===== config.mk =====
export PLATFORM = sky130hd
export DESIGN_NAME = tlr_ctrl
export DESIGN_NICKNAME = d
export VERILOG_FILES = /design/src/hw/tlr_ctrl_pkg.sv /design/src/hw/tlr_ctrl.sv
export VERILOG_INCLUDE_DIRS = /design/src /design/src/hw
export SDC_FILE = /design/constraint.sdc
export NUM_CORES = 2
export LEC_CHECK = 0
export ABC_CLOCK_PERIOD_IN_PS = 39300
export BUFFER_PORTS_ARGS = -buffer_cell sky130_fd_sc_hd__buf_2
export CORE_UTILIZATION = 58
export DETAILED_ROUTE_END_ITERATION = 10
export PLACE_DENSITY = 0.79
export REMOVE_ABC_BUFFERS = 1
export SYNTH_ARGS = -nofsm -noshare
export SYNTH_HDL_FRONTEND = slang
export SYNTH_SLANG_ARGS = --single-unit

===== constraint.sdc =====
create_clock -name clock_i -period 39.3 [get_ports clock_i]
set_input_delay 5.895 -clock clock_i [delete_from_list [all_inputs] [get_ports clock_i]]
set_output_delay 5.895 -clock clock_i [all_outputs]
set_load 0.02 [all_outputs]

===== src/hw/tlr_ctrl_map.svh =====
// Register offsets, field positions, reset values and timing constants for the
// temperature look-up resistor controller. Assumes a 125 MHz system clock.
`ifndef TLR_CTRL_MAP_SVH
`define TLR_CTRL_MAP_SVH

// Memory pages seen by the 2-wire engine
`define TLR_PAGE_MAIN 2'h0
`define TLR_PAGE_T01 2'h1
`define TLR_PAGE_T02 2'h2
`define TLR_PAGE_T03 2'h3

// Main device page offsets
`define TLR_OFS_TEMP_MSB 8'h60
`define TLR_OFS_TEMP_LSB 8'h61
`define TLR_OFS_STATUS 8'h6E
`define TLR_OFS_ALARM 8'h70
`define TLR_BIT_NOT_READY 0
`define TLR_BIT_SUPPLY_LOW 4

// Table 01 offsets
`define TLR_OFS_MODE 8'h80
`define TLR_OFS_INDEX 8'h81
`define TLR_OFS_MAN0 8'h82
`define TLR_OFS_MAN1 8'h83
`define TLR_OFS_CONFIG 8'h89
`define TLR_OFS_MAIN_ADDR 8'h8C

// Field positions
`define TLR_BIT_TEMP_CTRL_EN 1
`define TLR_BIT_AUTO_INDEX_EN 0
`define TLR_BIT_DUAL_ADDR 5
`define TLR_BIT_ADDR_SRC 4
`define TLR_BIT_AUX_PROT 3
`define TLR_BIT_MAIN_PROT 2

// Reset values
`define TLR_RST_MODE 8'h03
`define TLR_RST_CONFIG 8'h00
`define TLR_RST_MAIN_ADDR 8'hA2
`define TLR_RST_LUT 8'hFF
`define TLR_AUX_ADDR 8'hA0
`define TLR_PIN_ADDR_HI 4'hA

// Look-up table layout: 72 entries from 80h to C7h
`define TLR_LUT_BASE 8'h80
`define TLR_LUT_LAST 8'hC7
`define TLR_LUT_ENTRIES 72

// Sensor scale in millivolts: 500 mV at 0 C, 10 mV per C, -40 C lower end
`define TLR_MV_OFFSET 500
`define TLR_MV_PER_C 10
`define TLR_T_MIN_C 40
`define TLR_STEP_C 2
`define TLR_HYST_C 1

// Timing
`define TLR_CLK_MHZ 125
`define TLR_READY_DELAY_NS 2000
`define TLR_FRAME_US 200

`endif


===== src/hw/tlr_ctrl_pkg.sv =====
// Types shared by the temperature look-up resistor controller.
// Assumes the constants of tlr_ctrl_map.svh.
package tlr_ctrl_pkg;

  // Power sequencing states, one-hot
  typedef enum logic [2:0] {
    TLR_PWR_WAIT = 3'h1,
    TLR_PWR_DELAY = 3'h2,
    TLR_PWR_RUN = 3'h4
  } tlr_pwr_t;

  // State of the controller apart from the look-up tables
  typedef struct packed {
    logic [2:0] pins_s1;
    logic [2:0] pins_s2;
    logic aok_s1;
    logic aok_s2;
    tlr_pwr_t pwr;
    logic [15:0] dly_cnt;
    logic [23:0] frame_cnt;
    logic recall_done;
    logic not_ready;
    logic [7:0] nv_config;
    logic [7:0] nv_addr;
    logic [7:0] config_sh;
    logic [7:0] addr_sh;
    logic [7:0] mode;
    logic [6:0] index;
    logic [7:0] man0;
    logic [7:0] man1;
    logic [11:0] temp_mv;
    logic supply_low;
    logic conv_pend;
    logic conv_busy;
    logic conv_start;
    logic [7:0] rdata;
    logic [7:0] res0;
    logic [7:0] res1;
  } tlr_state_t;

endpackage


===== src/hw/tlr_ctrl.sv =====
// Temperature-indexed look-up control of two resistor settings, with address
// and protection configuration and power-up sequencing.
// Assumes a 2-wire engine on the same clock presents byte reads and writes,
// an on-chip converter delivers sensor millivolts, and sys_rst_i is the digital
// power-on reset.
// How it works
// - config bit 5 selects one or two addresses
// - config bit 4 selects pin or stored address
// - config bits 3,2 are write-protect controls
// - byte 8Ch, default A2, gives stored address
// - resistor 0 table at 80-C7, default FF
// - resistor 1 table at 80-C7, default FF
// - sensor is 500 mV plus 10 mV per degree
// - index spans minus 40 to 102 degrees
// - index advances once per 2 degree step
// - one degree hysteresis at each step boundary
// - conversions from power-up, result at 60h/61h
// - no conversion while host access in progress
// - inactive until digital threshold is passed
// - recall only after analog threshold is passed
// - not-ready at 6Eh clears after timed delay
// - not-ready returns high when analog supply drops
// - recalled values hold until digital reset
// - pin address used until recall completes
// - auxiliary A0h answers until recall completes
// - supply-low alarm reads 1 until first conversion
// - manual positions 82h/83h when control disabled
// - host writes index when auto index disabled
// - index readable at 81h, selects table entry
`timescale 1ns/100ps
`include "tlr_ctrl_map.svh"

module tlr_ctrl #(
  parameter int FRAME_CYCLES = `TLR_FRAME_US * `TLR_CLK_MHZ,
  parameter int LUT_ENTRIES = `TLR_LUT_ENTRIES
) (
  // Clock and digital power-on reset
  input wire logic clock_i,
  input wire logic sys_rst_i,
  // Pins and supply monitor
  input wire logic [2:0] addr_pins_i,
  input wire logic analog_power_ok_i,
  // Converter
  output logic conv_start_o,
  input wire logic conv_done_i,
  input wire logic [11:0] conv_mv_i,
  input wire logic supply_conv_done_i,
  input wire logic supply_low_i,
  // Memory port from the 2-wire engine
  input wire logic host_busy_i,
  input wire logic [1:0] mem_page_i,
  input wire logic [7:0] mem_addr_i,
  input wire logic mem_rd_i,
  input wire logic mem_wr_i,
  input wire logic [7:0] mem_wdata_i,
  output logic [7:0] mem_rdata_o,
  // Addressing and protection
  output logic [7:0] main_addr_o,
  output logic aux_addr_en_o,
  output logic aux_protect_enable_o,
  output logic main_protect_enable_o,
  // Resistor positions
  output logic [7:0] res0_pos_o,
  output logic [7:0] res1_pos_o,
  output logic not_ready_flag_o
);

  // Timing counts derived from the clock rate
  localparam int READY_CYCLES_RAW = (`TLR_READY_DELAY_NS * `TLR_CLK_MHZ + 999) / 1000;
  localparam int READY_CYCLES = (READY_CYCLES_RAW < 1) ? 1 : READY_CYCLES_RAW;
  localparam logic [15:0] READY_LAST = 16'(READY_CYCLES - 1);
  localparam logic [23:0] FRAME_LAST = 24'(FRAME_CYCLES - 1);
  localparam logic [6:0] IDX_LAST = 7'(LUT_ENTRIES - 1);
  // Millivolts at the lower end of entry 0, and per step and per hysteresis
  localparam logic [12:0] MV_BASE = 13'(`TLR_MV_OFFSET - `TLR_T_MIN_C * `TLR_MV_PER_C);
  localparam logic [12:0] MV_STEP = 13'(`TLR_STEP_C * `TLR_MV_PER_C);
  localparam logic [12:0] MV_HYST = 13'(`TLR_HYST_C * `TLR_MV_PER_C);

  tlr_ctrl_pkg::tlr_state_t q;
  tlr_ctrl_pkg::tlr_state_t d;

  // Look-up tables for resistor 0 and 1
  logic [7:0] lut0 [LUT_ENTRIES];
  logic [7:0] lut1 [LUT_ENTRIES];

  logic [7:0] lut_rd_idx;
  logic lut_hit;
  logic lut0_we;
  logic lut1_we;
  logic [12:0] thr_up;
  logic [12:0] thr_down;
  logic [12:0] v_now;
  logic [7:0] pin_addr;
  logic [7:0] wr_addr;
  logic conv_go;

  // Host table access decode
  assign lut_hit = (mem_addr_i >= `TLR_LUT_BASE) && (mem_addr_i <= `TLR_LUT_LAST);
  assign lut_rd_idx = mem_addr_i - `TLR_LUT_BASE;
  assign lut0_we = mem_wr_i && lut_hit && (mem_page_i == `TLR_PAGE_T02);
  assign lut1_we = mem_wr_i && lut_hit && (mem_page_i == `TLR_PAGE_T03);

  // Step boundaries around the current index, in sensor millivolts
  assign v_now = {1'b0, q.temp_mv};
  assign thr_up = MV_BASE + 13'(MV_STEP * 13'({6'h00, q.index} + 13'h0001));
  assign thr_down = MV_BASE + 13'(MV_STEP * 13'({6'h00, q.index})) - MV_HYST;

  // Address from the pins
  assign pin_addr = {`TLR_PIN_ADDR_HI, q.pins_s2, 1'b0};
  assign conv_go = q.conv_pend && !host_busy_i && !q.conv_busy && (q.pwr == tlr_ctrl_pkg::TLR_PWR_RUN);

  // Next-state logic
  always_comb
  begin
    d = q;
    d.conv_start = 1'b0;
    d.pins_s1 = addr_pins_i;
    d.pins_s2 = q.pins_s1;
    d.aok_s1 = analog_power_ok_i;
    d.aok_s2 = q.aok_s1;
    wr_addr = mem_addr_i;

    // Power sequencing and recall
    case (q.pwr)
      tlr_ctrl_pkg::TLR_PWR_WAIT:
      begin
        d.not_ready = 1'b1;
        if (q.aok_s2)
        begin
          if (!q.recall_done)
          begin
            d.config_sh = q.nv_config;
            d.addr_sh = q.nv_addr;
            d.recall_done = 1'b1;
          end
          d.dly_cnt = 16'h0000;
          d.pwr = tlr_ctrl_pkg::TLR_PWR_DELAY;
        end
      end
      tlr_ctrl_pkg::TLR_PWR_DELAY:
      begin
        if (!q.aok_s2)
        begin
          d.pwr = tlr_ctrl_pkg::TLR_PWR_WAIT;
        end
        else if (q.dly_cnt == READY_LAST)
        begin
          d.not_ready = 1'b0;
          d.pwr = tlr_ctrl_pkg::TLR_PWR_RUN;
          d.conv_pend = 1'b1;
        end
        else
        begin
          d.dly_cnt = q.dly_cnt + 16'h0001;
        end
      end
      tlr_ctrl_pkg::TLR_PWR_RUN:
      begin
        if (!q.aok_s2)
        begin
          d.not_ready = 1'b1;
          d.pwr = tlr_ctrl_pkg::TLR_PWR_WAIT;
        end
      end
      default:
      begin
        d.pwr = tlr_ctrl_pkg::TLR_PWR_WAIT;
      end
    endcase

    // Frame timer requests one conversion per frame
    if (q.frame_cnt == FRAME_LAST)
    begin
      d.frame_cnt = 24'h000000;
      if (q.pwr == tlr_ctrl_pkg::TLR_PWR_RUN)
      begin
        d.conv_pend = 1'b1;
      end
    end
    else
    begin
      d.frame_cnt = q.frame_cnt + 24'h000001;
    end

    // Start a pending conversion only while the host is idle
    if (conv_go)
    begin
      d.conv_pend = (q.frame_cnt == FRAME_LAST); // A frame wrap in this cycle stays pending
      d.conv_busy = 1'b1;
      d.conv_start = 1'b1;
    end
    if (conv_done_i && q.conv_busy)
    begin
      d.conv_busy = 1'b0;
      d.temp_mv = conv_mv_i;
    end
    if (d.pwr != tlr_ctrl_pkg::TLR_PWR_RUN) // keeps the request raised on entry to run
    begin
      d.conv_pend = 1'b0;
      d.conv_busy = 1'b0;
    end

    // Supply-low alarm follows each supply conversion
    if (supply_conv_done_i)
    begin
      d.supply_low = supply_low_i;
    end

    // Index tracking, one step per cycle with hysteresis
    if (q.mode[`TLR_BIT_AUTO_INDEX_EN] && (q.pwr == tlr_ctrl_pkg::TLR_PWR_RUN))
    begin
      if ((v_now >= thr_up) && (q.index < IDX_LAST))
      begin
        d.index = q.index + 7'h01;
      end
      else if ((v_now < thr_down) && (q.index != 7'h00))
      begin
        d.index = q.index - 7'h01;
      end
    end

    // Host writes
    if (mem_wr_i && (mem_page_i == `TLR_PAGE_T01))
    begin
      case (wr_addr)
        `TLR_OFS_MODE:
        begin
          d.mode = mem_wdata_i;
        end
        `TLR_OFS_INDEX:
        begin
          if (!q.mode[`TLR_BIT_AUTO_INDEX_EN])
          begin
            d.index = (mem_wdata_i[6:0] > IDX_LAST || mem_wdata_i[7]) ? IDX_LAST : mem_wdata_i[6:0];
          end
        end
        `TLR_OFS_MAN0:
        begin
          d.man0 = mem_wdata_i;
        end
        `TLR_OFS_MAN1:
        begin
          d.man1 = mem_wdata_i;
        end
        `TLR_OFS_CONFIG:
        begin
          d.nv_config = {2'b00, mem_wdata_i[5:2], 2'b00};
          d.config_sh = {2'b00, mem_wdata_i[5:2], 2'b00};
        end
        `TLR_OFS_MAIN_ADDR:
        begin
          d.nv_addr = mem_wdata_i;
          d.addr_sh = mem_wdata_i;
        end
        default:
        begin
          d.nv_addr = d.nv_addr;
        end
      endcase
    end

    // Host reads, data returned one cycle later
    if (mem_rd_i)
    begin
      d.rdata = 8'h00;
      case (mem_page_i)
        `TLR_PAGE_MAIN:
        begin
          if (mem_addr_i == `TLR_OFS_TEMP_MSB)
          begin
            d.rdata = {4'h0, q.temp_mv[11:8]};
          end
          else if (mem_addr_i == `TLR_OFS_TEMP_LSB)
          begin
            d.rdata = q.temp_mv[7:0];
          end
          else if (mem_addr_i == `TLR_OFS_STATUS)
          begin
            d.rdata[`TLR_BIT_NOT_READY] = q.not_ready;
          end
          else if (mem_addr_i == `TLR_OFS_ALARM)
          begin
            d.rdata[`TLR_BIT_SUPPLY_LOW] = q.supply_low;
          end
        end
        `TLR_PAGE_T01:
        begin
          if (mem_addr_i == `TLR_OFS_MODE)
          begin
            d.rdata = q.mode;
          end
          else if (mem_addr_i == `TLR_OFS_INDEX)
          begin
            d.rdata = {1'b0, q.index};
          end
          else if (mem_addr_i == `TLR_OFS_MAN0)
          begin
            d.rdata = q.man0;
          end
          else if (mem_addr_i == `TLR_OFS_MAN1)
          begin
            d.rdata = q.man1;
          end
          else if (mem_addr_i == `TLR_OFS_CONFIG)
          begin
            d.rdata = q.nv_config;
          end
          else if (mem_addr_i == `TLR_OFS_MAIN_ADDR)
          begin
            d.rdata = q.nv_addr;
          end
        end
        `TLR_PAGE_T02:
        begin
          d.rdata = lut_hit ? lut0[lut_rd_idx[6:0]] : `TLR_RST_LUT;
        end
        `TLR_PAGE_T03:
        begin
          d.rdata = lut_hit ? lut1[lut_rd_idx[6:0]] : `TLR_RST_LUT;
        end
        default:
        begin
          d.rdata = 8'h00;
        end
      endcase
    end

    // Resistor positions: table entry or manual setting
    if (q.mode[`TLR_BIT_TEMP_CTRL_EN])
    begin
      d.res0 = lut0[q.index];
      d.res1 = lut1[q.index];
    end
    else
    begin
      d.res0 = q.man0;
      d.res1 = q.man1;
    end
  end

  // State register; reset is the digital power-on threshold
  always_ff @(posedge clock_i or posedge sys_rst_i)
  begin
    if (sys_rst_i)
    begin
      q <= '0;
      q.pwr <= tlr_ctrl_pkg::TLR_PWR_WAIT;
      q.not_ready <= 1'b1;
      q.nv_config <= `TLR_RST_CONFIG;
      q.nv_addr <= `TLR_RST_MAIN_ADDR;
      q.config_sh <= `TLR_RST_CONFIG;
      q.addr_sh <= `TLR_RST_MAIN_ADDR;
      q.mode <= `TLR_RST_MODE;
      q.supply_low <= 1'b1;
    end
    else
    begin
      q <= d;
    end
  end

  // Table storage, host written
  always_ff @(posedge clock_i or posedge sys_rst_i)
  begin
    if (sys_rst_i)
    begin
      for (int i = 0; i < LUT_ENTRIES; i++)
      begin
        lut0[i] <= `TLR_RST_LUT;
        lut1[i] <= `TLR_RST_LUT;
      end
    end
    else
    begin
      if (lut0_we)
      begin
        lut0[lut_rd_idx[6:0]] <= mem_wdata_i;
      end
      if (lut1_we)
      begin
        lut1[lut_rd_idx[6:0]] <= mem_wdata_i;
      end
    end
  end

  // Addressing outputs: pins and auxiliary until recall completes
  assign main_addr_o = (q.config_sh[`TLR_BIT_ADDR_SRC] && q.recall_done) ? q.addr_sh : pin_addr;
  assign aux_addr_en_o = !q.recall_done || !q.config_sh[`TLR_BIT_DUAL_ADDR];
  assign aux_protect_enable_o = q.config_sh[`TLR_BIT_AUX_PROT];
  assign main_protect_enable_o = q.config_sh[`TLR_BIT_MAIN_PROT];

  // Remaining outputs
  assign conv_start_o = q.conv_start;
  assign mem_rdata_o = q.rdata;
  assign res0_pos_o = q.res0;
  assign res1_pos_o = q.res1;
  assign not_ready_flag_o = q.not_ready;

endmodule


=== Word-level counts from Yosys, hierarchy flattened ===
Index checks and enable logic that the tools add are counted.

* Register bits after elaboration: 1,304
* Bits in latches: 0
* Bits in writable memories: 0
* Bits in read-only memories: 0
* Bits of input ports: 42
* Output and inout port bits: 37
* Memories kept: 0

* Add/subtract/negate cells: 9
* Multiply operators: 2
* Div/mod/pow operators: 0
* Magnitude comparators: 9
* Equal/unequal tests: 24
* Shift-type cells: 0
* Mux-type cells: 71
* Bitwise logic cells: 2
* Reductions and logical operators: 33

{| class="wikitable"
|+ Operators by type and width
! cell !! number
|-
| 576-bit bitwise mux || 2
|-
| 8-bit binary-select mux with 7-bit select || 4
|-
| 8-bit two-way mux || 24
|-
| 16-bit two-way mux || 6
|-
| 8-bit demux with 7-bit select || 1
|-
| 8-bit == test, second input constant || 6
|-
| 47-bit two-way mux || 1
|-
| 7-bit two-way mux || 6
|-
| 8-bit by 7-bit == test with 1-bit output, second input constant || 4
|-
| 16-bit case mux with 2 select lines || 1
|-
| 8-bit case mux with 4 select lines || 1
|-
| 24-bit by 1-bit adder with 24-bit output, second input constant || 1
|-
| 24-bit by 15-bit == test with 1-bit output, second input constant || 1
|-
| 8-bit greater-or-equal comparator, second input constant || 3
|-
| 24-bit two-way mux || 1
|-
| 19-bit two-way mux || 1
|-
| 3-bit two-way mux || 6
|-
| 16-bit by 1-bit adder with 16-bit output, second input constant || 1
|-
| 16-bit by 8-bit == test with 1-bit output, second input constant || 1
|-
| 7-bit inverter with 8-bit output || 2
|-
| 1-bit logical AND || 14
|-
| 1-bit two-way mux || 14
|-
| 7-bit by 1-bit subtractor with 7-bit output, second input constant || 2
|-
| 7-bit by 12-bit adder with 13-bit output, first input constant || 1
|-
| 30 further kinds || 46
|}

=== Longest topological paths before layout ===
* Depth after elaboration: 11
* Gate-level depth with buffers: 26
* Mapped depth without buffers: 20

=== Worst setup path after synthesis ===
No wires, ideal clock.

* Kind: input port to flip-flop
* From: input mem_addr_i[0]
* To: register q (netlist bit mem_rdata_o[6])
* Setup time: 136 ps
* Arrival time: 8,065 ps
* Slack: 31,099 ps
* Stages on the path: 11
* Path buffers: 4
* Cell sequence: buf_4 -> buf_4 -> buf_2 -> buf_2 -> mux4_2 -> nand2_1 -> o21ai_0 -> a2111oi_0 -> nor2_1 -> nand3_1 -> o211ai_1

* Cells in the longest elaborated chain, start to end: 8
* Elaborated cells on any way between the ends: 30

{| class="wikitable"
|+ RTL lines
! what !! line !! text
|-
| from (decl) || tlr_ctrl.sv:52 || <nowiki>input wire logic [7:0] mem_addr_i,</nowiki>
|-
| branches (longest 7 deep; another with 7-bit by 1-bit subtractor with 7-bit output) || -- ||
|-
| 8-bit case mux with 4 select lines (*) || tlr_ctrl.sv:266 || <nowiki>case (mem_page_i)</nowiki>
|-
| to (decl) || tlr_ctrl.sv:79 || <nowiki>tlr_ctrl_pkg::tlr_state_t q;</nowiki>
|}

Mark *: on every way between the ends. The select of a mux whose other input is x is not followed.
A chain may end at the register's enable or synchronous reset.

=== Final worst setup path ===
* From: input mem_addr_i[0]
* To: register q (netlist bit mem_rdata_o[0])

The elaborated chain is that of the path after synthesis.

==> qor.txt <==
======================================================================================
Horizontal extent of the die                                                    354 µm
Core area                                                                   122000 µm²
Relative contribution of the clock network to total power                        46.7%
Detailed-route DRC error count                                                       0
Gate count of the mapped netlist                                                  4761
Number of levels in the clock H-tree                                                 4
Combinational power share                                                         6.1%
Most repeated cell in the gate-level netlist after synthesis                    mux2_2
CTS tree                                                                         built
Routed wirelength normalized by instance count                                 32.3 µm
Yosys reg bits                                                                    1300
Number of vias in the routed layout                                              45800
# rows                                                                             128
Initial standard-cell utilization of the core                                    58.7%
Status                                                                    finished, final reports clean
Post-synth top cells                                                      1205 x mux2_2, 1163 x dfstp_2, 626 x mux4_2
EDFF count, synth                                                                    0
Final core utilization                                                           63.7%
Synthesis-to-finish area growth                                                  8.54%
Worst Hold Class                                                            reg -> reg
Worst relative slew slack                                                        7.29%
Layout Nets                                                                       4760
Global placement routability congestion                                          0.974
Category of the worst setup path capture point                                    flop
Die Span Y                                                                      354 µm
Cell Int Power                                                                 2230 µW
Fraction of final layout cells with drive strength greater than 1                73.9%
Total routing resource utilization after global routing                          33.7%
Largest fanout on the critical path                                                 85
Clock period minus worst slack                                                10100 ps
Sequential Power Share                                                           47.2%
Count of placed standard cells including taps                                     6149
Full die area                                                               125000 µm²
Critical path arrival                                                         10750 ps
Top cells by area in the synthesized netlist                              dfstp_2 43%, mux4_2 20%, mux2_2 19%
Via density                                                                       7.15
Power Dens Cells                                                           37.7 nW/µm²
Via count of the first global-routing pass                                       46300
Count of maximum capacitance violations                                              0
Switching fraction of total power                                                24.1%
Tightest Pin Transition                                                        1390 ps
Clock-pin slew on the worst setup and hold paths                                 60 ps
Post-Synthesis Mean Instance Area                                             15.1 µm²
Setup Skew                                                                     34.8 ps
Pins Over Slew Limit                                                                 0
Setup Crit Path Kind                                                         in -> reg
I/O Pins                                                                            79
Num CTS Buffers                                                                    140
Largest net degree at the start of global routing                                  188
Top cell type by total area after synthesis                                    dfstp_2
Sequential share of the synthesized area                                         47.4%
Fraction of post-synthesis cell area in the top cell type by area                42.6%
TritonRoute pass-1 iters                                                             8
DRC violation total after the first TritonRoute iteration                         5605
Count of final setup violators                                                       0
Worst skew pair latency                                                         800 ps
Leakage                                                                      0.0304 µW
Congestion Overflow GR                                                               0
Flip-flop cell with the highest count after synthesis                          dfstp_2
Quantity of hold-fixing buffers added after cts                                      0
Initial antenna violation count                                                     14
Number of setup buffers added after CTS                                              0
Achievable clock frequency                                                    99.0 MHz
Worst ir drop on vdd                                                         0.0372 mV
Routed wire length                                                           207000 µm
Number of buffers on the longest clock path                                          3
Netlist Area Pre-Place                                                       71700 µm²
Final hold violation count                                                           0
Unrepaired setup endpoints after global routing                                  false
TritonCTS Sinks                                                                   1300
Post-DP HPWL                                                                 132000 µm
Resize count post-CTS                                                                0
Crit path required time                                                       39940 ps
Count of buffers inserted at the top-level ports                                    78
Post-synthesis async set-or-reset flop share                                      100%
Final period utilization                                                         25.7%
CP startpoint kind                                                           input pin
Number of distinct standard cells referenced by the synthesized netlist             80
YS warnings                                                                          0
Cell Count, Final, Fillers Out                                                    6414
Number of nets with antenna violations after routing                                 0
First-pass GRT wire length                                                   313000 µm
Clk Tree Root Cell                                                           clkbuf_16
P_sw                                                                            708 µW
======================================================================================
## stage by stage
step / TNS (ps) / power, µW / cell area (µm²) / worst slack [ps] / hold slack [ps]
3_3_place_gp: 0 / 1580 / 73100 / 28400 / 335
6_report: 0 / 2940 / 77900 / 29200 / 347
2_1_floorplan: -179720 / 1490 / 69900 / -1310 / 331
3_5_place_dp: 0 / 1580 / 73100 / 28390 / 335
4_1_cts: 0 / 2950 / 77800 / 29150 / 348
5_1_grt: 0 / 3020 / 77800 / 28640 / 362
## layer usage
metal  GRT usage (%)  share of wire (%)  vias to the layer above
li1                -                  -                    18200
met1            46.9                 39                    24400
met2            49.2                 45                     2688
met3            10.6                 12                      580
met4            14.2                4.5                       14
met5           0.566              0.082                        -
## cell usage in the layout, fill, tap and decap left out, types with 24 or more instances in the layout
| master | instances |
|---|---|
| a21oi_1 | 55 |
| a22oi_1 | 31 |
| buf_2 | 68 |
| buf_4 | 87 |
| clkbuf_1 | 35 |
| clkbuf_16 | 143 |
| clkbuf_8 | 26 |
| clkinv_2 | 24 |
| dfrtp_1 | 131 |
| dfstp_2 | 1163 |
| ha_1 | 50 |
| inv_1 | 24 |
| mux2_2 | 1205 |
| mux2i_1 | 144 |
| mux4_2 | 626 |
| nand2_1 | 158 |
| nand3_1 | 53 |
| nor2_1 | 106 |
| nor2_2 | 121 |
| o21ai_0 | 71 |
| o22ai_1 | 46 |
| xnor2_1 | 34 |
| xor2_1 | 29 |
## path summary, 6_finish.rpt
check                                  to  cells past startpoint  slack [ps]          start
max                        mem_rdata_o[0]                     11       29200  mem_addr_i[0]
min                           pin_addr[2]                      0         350         d[151]
max reg2reg                         q[58]                     18       33230          q[56]
min reg2reg                   pin_addr[2]                      0         350         d[151]
max in group asynchronous        lut1[81]                      7       29250      sys_rst_i
min in group asynchronous          q[105]                      2        5210      sys_rst_i
## state kept, by name (all words and copies together) (netlist names)
signal and cells:
mem_rdata_o 8, q 113, lut0 576, main_protect_enable_o 1, d 4, aux_protect_enable_o 1, res0_pos_o 8, not_ready_flag_o 1
lut1 576, conv_start_o 1, pin_addr 3, res1_pos_o 8
## final cells by class
cell class | count | area, µm²
diodes | 8 | 20.0
clock buffers | 204 | 4070
multi-input cells | 3034 | 35800
inverters | 27 | 114
clock inverters | 53 | 687
well taps | 1625 | 2030
fillers | 8423 | 44300
repair buffers | 163 | 1140
flip-flops and latches | 1300 | 34000
## critical path, cell delays in order
cell and delay [ps]:
buf_8 590, buf_12 540, buf_12 610, buf_4 730, mux4_2 600, mux2i_1 180, o22ai_1 150, o21ai_0 460
nand4_1 270, a221oi_1 340, a211oi_1 80
## power by group through the flow
stage	logic, µW	clock network [µW]	registers [µW]
floorplan	90.1	0	1400
global placement	174	0	1400
detailed placement	176	0	1410
CTS	177	1380	1390
global route	190	1440	1390
finish	180	1370	1390
## cell families after synthesis
kind of cell,after synthesis,share of synthesized area (%)
AO/OA/AOI/OAI,348,3.24
XOR/XNOR,64,0.802
adder cells (fa/ha/maj),52,0.928
buffers and inverters,427,2.74
flip-flops,1300,47.4
multiplexers,1976,40.6
AND/OR/NAND/NOR,594,4.31
Note: power is estimated with default switching activity, not from simulation.
